===== src/logic/startup_cfg_params.svh =====
// register offsets, field positions, reset values and encodings of the settings bank
`ifndef STARTUP_CFG_PARAMS_SVH
`define STARTUP_CFG_PARAMS_SVH

`define ADDR_W              12
`define CL_SETTINGS_OFS     12'h088
`define SU_SETTINGS_OFS     12'h084

`define CL_RESET_VAL        32'h00000000
`define SU_RESET_VAL        13'h0000

`define SU_ANGLE_MSB        12
`define SU_ANGLE_LSB        8
`define SU_SPIN_PCT_MSB     7
`define SU_SPIN_PCT_LSB     4
`define SU_SPIN_CHOICE_BIT  3
`define SU_RAMP_MSB         2
`define SU_RAMP_LSB         0
`define SU_WORD_W           13

`define CL_OVERMOD_BIT      30
`define CL_ACCEL_MSB        29
`define CL_ACCEL_LSB        25
`define CL_DECEL_SRC_BIT    24
`define CL_DECEL_MSB        23
`define CL_DECEL_LSB        19

`define ANGLE_LAST_VALID    5'h1C

`endif


===== src/logic/startup_cfg_pkg.sv =====
// types shared by the settings bank and its start-up decoder
package startup_cfg_pkg;

  typedef logic [8:0] angle_deg_t;   // whole degrees
  typedef logic [9:0] pct_x10_t;     // tenths of a percent of top speed
  typedef logic [7:0] ramp_x100_t;   // hundredths of a degree per millisecond

  typedef struct packed {
    logic [31:0] cl;
    logic [12:0] su;
    logic [31:0] rdata;
  } bank_state_t;

  typedef struct packed {
    angle_deg_t angle;
    logic       angle_reserved;
    pct_x10_t   spin_pct;
    pct_x10_t   first_pct;
    ramp_x100_t ramp;
  } dec_state_t;

endpackage


===== src/logic/startup_cfg_link_if.sv =====
// carries the start-up word to the decoder and the decoded values back
`timescale 1ns/10ps
interface startup_cfg_link_if;
  import startup_cfg_pkg::*;

  logic [12:0] su_word;
  angle_deg_t  angle;
  logic        angle_reserved;
  pct_x10_t    spin_pct;
  pct_x10_t    first_pct;
  ramp_x100_t  ramp;

  modport bank (
    output su_word,
    input  angle,
    input  angle_reserved,
    input  spin_pct,
    input  first_pct,
    input  ramp
  );

  modport dec (
    input  su_word,
    output angle,
    output angle_reserved,
    output spin_pct,
    output first_pct,
    output ramp
  );
endinterface


===== src/logic/startup_decode.sv =====
// turns the start-up field codes into physical values, one cycle after a change
`timescale 1ns/10ps
`include "startup_cfg_params.svh"
module startup_decode (
  // clock and reset
  input  wire logic        clk_i,
  input  wire logic        srst_i,
  // link to the register bank
  startup_cfg_link_if.dec  link
);
  import startup_cfg_pkg::*;

  dec_state_t state_reg;
  dec_state_t state_next;

  function automatic angle_deg_t angle_of(input logic [4:0] code);
    angle_deg_t a;
    a = 9'h000;
    case (code)
      5'h00: a = 9'd0;
      5'h01: a = 9'd10;
      5'h02: a = 9'd20;
      5'h03: a = 9'd30;
      5'h04: a = 9'd45;
      5'h05: a = 9'd60;
      5'h06: a = 9'd70;
      5'h07: a = 9'd80;
      5'h08: a = 9'd90;
      5'h09: a = 9'd110;
      5'h0A: a = 9'd120;
      5'h0B: a = 9'd135;
      5'h0C: a = 9'd150;
      5'h0D: a = 9'd160;
      5'h0E: a = 9'd170;
      5'h0F: a = 9'd180;
      5'h10: a = 9'd190;
      5'h11: a = 9'd210;
      5'h12: a = 9'd225;
      5'h13: a = 9'd240;
      5'h14: a = 9'd250;
      5'h15: a = 9'd260;
      5'h16: a = 9'd270;
      5'h17: a = 9'd280;
      5'h18: a = 9'd290;
      5'h19: a = 9'd300;
      5'h1A: a = 9'd315;
      5'h1B: a = 9'd340;
      5'h1C: a = 9'd350;
      default: a = 9'd0;
    endcase
    return a;
  endfunction

  function automatic pct_x10_t pct_of(input logic [3:0] code);
    pct_x10_t p;
    p = 10'h000;
    case (code)
      4'h0: p = 10'd10;
      4'h1: p = 10'd20;
      4'h2: p = 10'd30;
      4'h3: p = 10'd50;
      4'h4: p = 10'd75;
      4'h5: p = 10'd100;
      4'h6: p = 10'd125;
      4'h7: p = 10'd150;
      4'h8: p = 10'd175;
      4'h9: p = 10'd200;
      4'hA: p = 10'd250;
      4'hB: p = 10'd300;
      4'hC: p = 10'd350;
      4'hD: p = 10'd400;
      4'hE: p = 10'd450;
      default: p = 10'd500;
    endcase
    return p;
  endfunction

  function automatic ramp_x100_t ramp_of(input logic [2:0] code);
    ramp_x100_t r;
    r = 8'h00;
    case (code)
      3'h0: r = 8'd1;
      3'h1: r = 8'd5;
      3'h2: r = 8'd10;
      3'h3: r = 8'd15;
      3'h4: r = 8'd20;
      3'h5: r = 8'd50;
      3'h6: r = 8'd100;
      default: r = 8'd200;
    endcase
    return r;
  endfunction

  always_comb begin
    state_next = state_reg;
    state_next.angle = angle_of(link.su_word[`SU_ANGLE_MSB:`SU_ANGLE_LSB]);
    // reserved codes park the angle at zero and raise a flag, never an undefined angle
    state_next.angle_reserved = link.su_word[`SU_ANGLE_MSB:`SU_ANGLE_LSB] > `ANGLE_LAST_VALID;
    state_next.spin_pct = pct_of(link.su_word[`SU_SPIN_PCT_MSB:`SU_SPIN_PCT_LSB]);
    state_next.first_pct = link.su_word[`SU_SPIN_CHOICE_BIT] ? state_next.spin_pct : 10'h000;
    state_next.ramp = ramp_of(link.su_word[`SU_RAMP_MSB:`SU_RAMP_LSB]);
    if (srst_i) begin
      state_next = '0;
    end
  end

  always_ff @(posedge clk_i) begin
    state_reg <= state_next;
  end

  assign link.angle          = state_reg.angle;
  assign link.angle_reserved = state_reg.angle_reserved;
  assign link.spin_pct       = state_reg.spin_pct;
  assign link.first_pct      = state_reg.first_pct;
  assign link.ramp           = state_reg.ramp;

  a_angle_ninety: assert property (@(posedge clk_i) disable iff (srst_i)
    (link.su_word[12:8] == 5'h08) |=> (link.angle == 9'd90 && !link.angle_reserved))
    else $error("align code 8h did not give 90 degrees");
  a_angle_half_turn: assert property (@(posedge clk_i) disable iff (srst_i)
    (link.su_word[12:8] == 5'h0F) |=> (link.angle == 9'd180))
    else $error("align code Fh did not give 180 degrees");
  a_spin_pct_ends: assert property (@(posedge clk_i) disable iff (srst_i)
    (link.su_word[7:4] == 4'h0) |=> (link.spin_pct == 10'd10))
    else $error("spin code 0h did not give 1 percent");
  a_first_cycle_zero: assert property (@(posedge clk_i) disable iff (srst_i)
    !link.su_word[3] |=> (link.first_pct == 10'h000))
    else $error("first cycle not zero hertz when choice is clear");
  a_first_cycle_pct: assert property (@(posedge clk_i) disable iff (srst_i)
    (link.su_word[3] && link.su_word[7:4] == 4'hF) |=> (link.first_pct == 10'd500))
    else $error("first cycle not 50 percent for code Fh");
  a_ramp_rate_ends: assert property (@(posedge clk_i) disable iff (srst_i)
    (link.su_word[2:0] == 3'h7) |=> (link.ramp == 8'd200))
    else $error("ramp code 7h did not give 2 deg/ms");
  a_ramp_rate_low: assert property (@(posedge clk_i) disable iff (srst_i)
    (link.su_word[2:0] == 3'h0) |=> (link.ramp == 8'd1))
    else $error("ramp code 0h did not give 0.01 deg/ms");
endmodule


===== src/logic/startup_cfg_bank.sv =====
// apb register bank holding the start-up tail and closed-loop settings words
`timescale 1ns/10ps
`include "startup_cfg_params.svh"
module startup_cfg_bank (
  // clock and reset
  input  wire logic                         clk_i,
  input  wire logic                         srst_i,
  // apb slave
  input  wire logic                         psel_i,
  input  wire logic                         penable_i,
  input  wire logic                         pwrite_i,
  input  wire logic [11:0]                  paddr_i,
  input  wire logic [31:0]                  pwdata_i,
  input  wire logic [3:0]                   pstrb_i,
  output logic                              pready_o,
  output logic [31:0]                       prdata_o,
  output logic                              pslverr_o,
  // closed-loop controls
  output logic                              overmod_en_o,
  output logic [4:0]                        feedback_accel_rate_o,
  output logic                              feedback_decel_source_o,
  output logic [4:0]                        feedback_decel_rate_o,
  output logic [31:0]                       closed_loop_word_o,
  // start-up controls
  output startup_cfg_pkg::angle_deg_t       align_angle_deg_o,
  output logic                              align_code_reserved_o,
  output startup_cfg_pkg::pct_x10_t         initial_spin_rate_pct_o,
  output logic                              initial_spin_rate_choice_o,
  output startup_cfg_pkg::pct_x10_t         first_cycle_pct_o,
  output startup_cfg_pkg::ramp_x100_t       theta_merge_rate_o
);
  import startup_cfg_pkg::*;

  bank_state_t state_reg;
  bank_state_t state_next;

  startup_cfg_link_if link ();

  logic        setup_phase;
  logic        access_phase;
  logic        hit_cl;
  logic        hit_su;
  logic        mapped;
  logic        wr_cl;
  logic        wr_su;
  logic [31:0] strobe_mask;
  logic [31:0] su_wide;

  assign hit_cl       = (paddr_i == `CL_SETTINGS_OFS);
  assign hit_su       = (paddr_i == `SU_SETTINGS_OFS);
  assign mapped       = hit_cl | hit_su;
  assign setup_phase  = psel_i & ~penable_i;
  assign access_phase = psel_i & penable_i;
  // zero wait states: every access completes in its first access cycle
  assign wr_cl        = access_phase & pwrite_i & hit_cl;
  assign wr_su        = access_phase & pwrite_i & hit_su;
  assign su_wide      = {19'h00000, state_reg.su};

  genvar lane;
  generate
    for (lane = 0; lane < 4; lane++) begin : g_lane
      assign strobe_mask[lane*8 +: 8] = {8{pstrb_i[lane]}};
    end
  endgenerate

  always_comb begin
    state_next = state_reg;
    if (wr_cl) begin
      state_next.cl = (state_reg.cl & ~strobe_mask) | (pwdata_i & strobe_mask);
    end
    // only bits 12:0 exist in the start-up slice; the rest read as zero
    if (wr_su) begin
      state_next.su = (state_reg.su & ~strobe_mask[12:0]) | (pwdata_i[12:0] & strobe_mask[12:0]);
    end
    // read data is captured in setup so prdata is a flop during access
    if (setup_phase && !pwrite_i) begin
      state_next.rdata = hit_cl ? state_reg.cl : (hit_su ? su_wide : 32'h00000000);
    end
    if (srst_i) begin
      state_next.cl    = `CL_RESET_VAL;
      state_next.su    = `SU_RESET_VAL;
      state_next.rdata = 32'h00000000;
    end
  end

  always_ff @(posedge clk_i) begin
    state_reg <= state_next;
  end

  // apb answer
  assign pready_o  = 1'b1;
  assign pslverr_o = access_phase & ~mapped;
  assign prdata_o  = state_reg.rdata;

  assign overmod_en_o            = state_reg.cl[`CL_OVERMOD_BIT];
  assign feedback_accel_rate_o   = state_reg.cl[`CL_ACCEL_MSB:`CL_ACCEL_LSB];
  assign feedback_decel_source_o = state_reg.cl[`CL_DECEL_SRC_BIT];
  assign feedback_decel_rate_o   = state_reg.cl[`CL_DECEL_MSB:`CL_DECEL_LSB];
  assign closed_loop_word_o      = state_reg.cl;

  assign link.su_word = state_reg.su;

  startup_decode u_decode (
    .clk_i  (clk_i),
    .srst_i (srst_i),
    .link   (link)
  );

  assign align_angle_deg_o          = link.angle;
  assign align_code_reserved_o      = link.angle_reserved;
  assign initial_spin_rate_pct_o    = link.spin_pct;
  assign initial_spin_rate_choice_o = state_reg.su[`SU_SPIN_CHOICE_BIT];
  assign first_cycle_pct_o          = link.first_pct;
  assign theta_merge_rate_o         = link.ramp;

  a_cl_reset_zero: assert property (@(posedge clk_i)
    srst_i |=> (closed_loop_word_o == 32'h00000000 && !overmod_en_o))
    else $error("closed-loop word not zero after reset");
  a_cl_write_lands: assert property (@(posedge clk_i) disable iff (srst_i)
    (psel_i && penable_i && pwrite_i && paddr_i == 12'h088 && pstrb_i == 4'hF)
      |=> (closed_loop_word_o == $past(pwdata_i)))
    else $error("full write to closed-loop word did not land");
  a_cl_read_back: assert property (@(posedge clk_i) disable iff (srst_i)
    (psel_i && !penable_i && !pwrite_i && paddr_i == 12'h088)
      |=> (prdata_o == $past(closed_loop_word_o)))
    else $error("closed-loop read data wrong");
  a_overmod_enable: assert property (@(posedge clk_i) disable iff (srst_i)
    (psel_i && penable_i && pwrite_i && paddr_i == 12'h088 && pstrb_i[3])
      |=> (overmod_en_o == $past(pwdata_i[30])))
    else $error("overmodulation enable did not follow bit 30");
  a_decel_fields: assert property (@(posedge clk_i) disable iff (srst_i)
    (psel_i && penable_i && pwrite_i && paddr_i == 12'h088 && pstrb_i == 4'hF)
      |=> (feedback_accel_rate_o == $past(pwdata_i[29:25])
           && feedback_decel_source_o == $past(pwdata_i[24])
           && feedback_decel_rate_o == $past(pwdata_i[23:19])))
    else $error("closed-loop fields misplaced");
  a_angle_path: assert property (@(posedge clk_i) disable iff (srst_i)
    (psel_i && penable_i && pwrite_i && paddr_i == 12'h084 && pstrb_i[1]
      && pwdata_i[12:8] == 5'h08) |=> ##1 (align_angle_deg_o == 9'd90))
    else $error("written align code 8h not seen as 90 degrees");
  a_unmapped_error: assert property (@(posedge clk_i) disable iff (srst_i)
    (psel_i && penable_i && paddr_i != 12'h088 && paddr_i != 12'h084)
      |-> pslverr_o ##1 $stable(closed_loop_word_o))
    else $error("unmapped access not flagged");
endmodule


===== config.mk =====
export PLATFORM = sky130hd
export DESIGN_NAME = startup_cfg_bank
export DESIGN_NICKNAME = d
export VERILOG_FILES = /design/src/logic/startup_cfg_pkg.sv /design/src/logic/startup_cfg_link_if.sv /design/src/logic/startup_decode.sv /design/src/logic/startup_cfg_bank.sv
export VERILOG_INCLUDE_DIRS = /design/src /design/src/logic
export SDC_FILE = /design/constraint.sdc
export NUM_CORES = 1
export LEC_CHECK = 0
export ABC_AREA = 1
export BUFFER_PORTS_ARGS = -buffer_cell sky130_fd_sc_hd__buf_2
export CAP_MARGIN = 0
export CORE_MARGIN = 4
export CORE_UTILIZATION = 42
export DETAILED_ROUTE_END_ITERATION = 10
export PLACE_DENSITY = 0.66
export SLEW_MARGIN = 20
export SYNTH_ARGS = -nofsm -noshare
export SYNTH_HDL_FRONTEND = slang
export SYNTH_SLANG_ARGS = --single-unit

===== constraint.sdc =====
create_clock -name clk_i -period 1.8 [get_ports clk_i]
set_input_delay 0 -clock clk_i [delete_from_list [all_inputs] [get_ports clk_i]]
set_output_delay 0 -clock clk_i [all_outputs]
set_load 0.1 [all_outputs]

==> flow_summary.toml <==
[logic_synthesis]
synth.avg_cell_area_um2 = 7.33
netlist_instances = 735
ys_ff_latch = 122
syn_area_um2 = 5390
async_flop_share = 0
synth_edf_count = 0
yosysWarningCount = 0
synth_cell_types = 42
ys_seq_area_frac = 0.453
synth_flop_cell = "dfxtp_1"

[floorplanning]
ios = 170
start_util = 0.429
rows = 41
die_w_um = 121
dieArea_um2 = 14700
core_area_um2 = 12600
die_y_um = 121

[detailed_routing]
dr.pass1.iters = 5
drt_iter0_markers = 306
routed_wl_um = 14300
drc = 0
routedWlPerCell_um = 12.6
ant_nets = 0
vias = 5146
vias_per_cell = 4.55

[sta]
setup_viol = 0
setup_tns_ps = 0
max_slew_margin = 0.652
clock.fmax_ghz = 0.602
finalCriticalPeriod_ps = 1660
finalCritPeriodShare = 0.923
worst_slew_pin_slew_ps = 526
slew_viol_final = 0
worst_slack_ps = 139
timing_hold_violations_final = 0
rsz0062_at_grt = "false"
fin_skew_ps = 5.86

[outcome]
status = "finished, final reports clean"

[clock_tree]
cts_setup_buffers = 0
cts_tree = "done"
cts_sinks = 122
clockBufferDepth = 2
insertion_delay_ps = 410
htree_levels = 4
path_clk_slew_ps = 50
root_buffer = "clkbuf_16"
cts_buffers = 17

[worst_setup_path]
path_class = "flop to flop"
cp_max_fo = 5
required_ps = 2080
critPathArrivalTime_ps = 1940
end_kind = "flop"
startpoint_type = "flop"

[cells_and_area]
multi_input_area_um2 = 2320
layoutNonFillerInstCount = 1132
fillCellCount = 1160
syn_to_final_growth_pct = 37.1
antenna_cells = 0
final_nets = 1011
drive_gt1_frac = 0.260
seq_area_um2 = 2440

[grt]
overflow = 0
grt_pass1_vias = 4585
grt_max_degree = 66
grt_use_total = 0.194
grt_first_pass_wirelength_um = 22600
antenna_found_initial = 0

[placed_design]
numPlacedInstances = 1055
dp_slack_ps = 53.8
io_buffers = 166
hpwl_um = 9800
place_congestion = 0.873

[power]
ir_drop_mv = 0.651
seqPwrFrac = 0.417
power_density_nw_per_um2 = 896
power.share.switching = 0.245
intPower_mw = 5.00
pwr-share-clk = 0.488
p_switching_mw = 1.63
combPwrFrac = 0.095
leakage_nw = 3.99

[min_path]
worstHoldPathType = "input port to flop"

[flow_run]
maxCapViolCount = 0
## kinds of logic (layout without fill, tap and decap cells)
kind of cell	after synthesis	count (layout)	share of synthesized area
compound gates	115	115	0.119
fa+ha+maj	10	10	0.0232
buf+inv	139	363	0.123
flops	122	122	0.453
other cells	2	3	0.00139
simple gates	347	347	0.280
## power groups by stage
stage | registers [mW] | clock network, mW | logic (mW)
floorplan | 3.08 | 0 | 0.168
global placement | 2.81 | 0 | 0.574
detailed placement | 2.81 | 0 | 0.576
CTS | 2.76 | 3.29 | 0.631
global route | 2.76 | 3.43 | 0.667
finish | 2.76 | 3.23 | 0.632
## layout make-up
cell class | count | share of cell area
Clock buffer | 23 | 0.0633
Clock inverter | 8 | 0.0129
Inverter | 95 | 0.0489
Multi-Input combinational cell | 475 | 0.314
Sequential cell | 122 | 0.330
Tap cell | 172 | 0.0291
Timing Repair Buffer | 237 | 0.202
## cells in the final DEF (no fill, tap or decap), drive strengths merged
master	n
a221oi	1
nand3	21
a31oi	2
conb	3
bufinv	2
a211oi	1
o41ai	1
clkinv	6
nand4	6
dlygate4sd3	46
or2	3
ha	10
o2111ai	1
a21oi	27
o21ai	59
nor3	7
inv	93
nor3b	1
nor2	143
buf	191
nor4	1
clkbuf	23
a311oi	1
o22ai	7
o21bai	14
dfxtp	122
clkinvlp	2
nand2	165
o211ai	1
## worst paths after layout
| path | start | end | slack (ps) | cells after the start |
|---|---|---|---|---|
| min | pstrb_i[2] | flop | 20 | 4 |
| max reg2reg | flop | u_decode.link.angle[3]$_SDFF_PP0_ | 140 | 8 |
| min reg2reg | flop | u_decode.link.spin_pct[4]$_SDFF_PP0_ | 420 | 2 |
| max | flop | u_decode.link.angle[3]$_SDFF_PP0_ | 140 | 8 |
## metrics by stage
stage                     utilization  hold WS [ps]  power, mW  instance area (um2)
after global placement          0.506           224       3.39                 6360
after floorplan                     -           135       3.25                 5410
final                           0.588          21.6       6.62                 7390
after CTS                       0.588          1.02       6.68                 7390
after detailed placement        0.506           225       3.39                 6360
after global routing            0.588          29.1       6.86                 7390
## cell usage after synthesis (2+ instances only)
master	n	area [um2]
clkbuf_8	3	41.3
or2_4	2	17.5
o21bai_1	14	105
o21ai_0	58	290
dfxtp_1	122	2440
buf_2	5	25.0
a31oi_1	2	12.5
nor2_2	6	37.5
o22ai_1	7	43.8
nand2_1	159	597
nor2_1	136	510
nor3_1	6	30.0
conb_1	2	7.51
nand2_4	5	56.3
ha_1	10	125
clkbuf_1	14	52.6
nand4_1	5	31.3
buf_4	15	113
nand3_2	2	20.0
buf_6	6	67.6
a21oi_1	27	135
nand3_1	16	80.1
inv_2	4	15.0
inv_1	88	330
clkinv_1	2	7.51
nand3_4	3	52.6
## timing repair
item / CTS / global route
endpoints found under the hold margin: 42 / 0
resized for setup: 0 / 1
setup endpoints to repair: 0 / 2
hold buffers: 46 / 0
## layer usage
layer / global-route usage / share of wire / vias up
met5: 0 / 0 / -
met4: 0.0756 / 0.019 / 0
met3: 0.0713 / 0.088 / 18
met2: 0.293 / 0.43 / 204
met1: 0.253 / 0.46 / 2227
li1: - / - / 2697
## critical path, cell delays in order (launching register included)
cell	delay, ps
dfxtp_1	400
inv_1	80
ha_1	220
nor2_1	240
inv_1	90
nand2_1	170
a21oi_1	60
nor3_1	170
o22ai_1	90
Note: power is estimated with default switching activity, not from simulation.
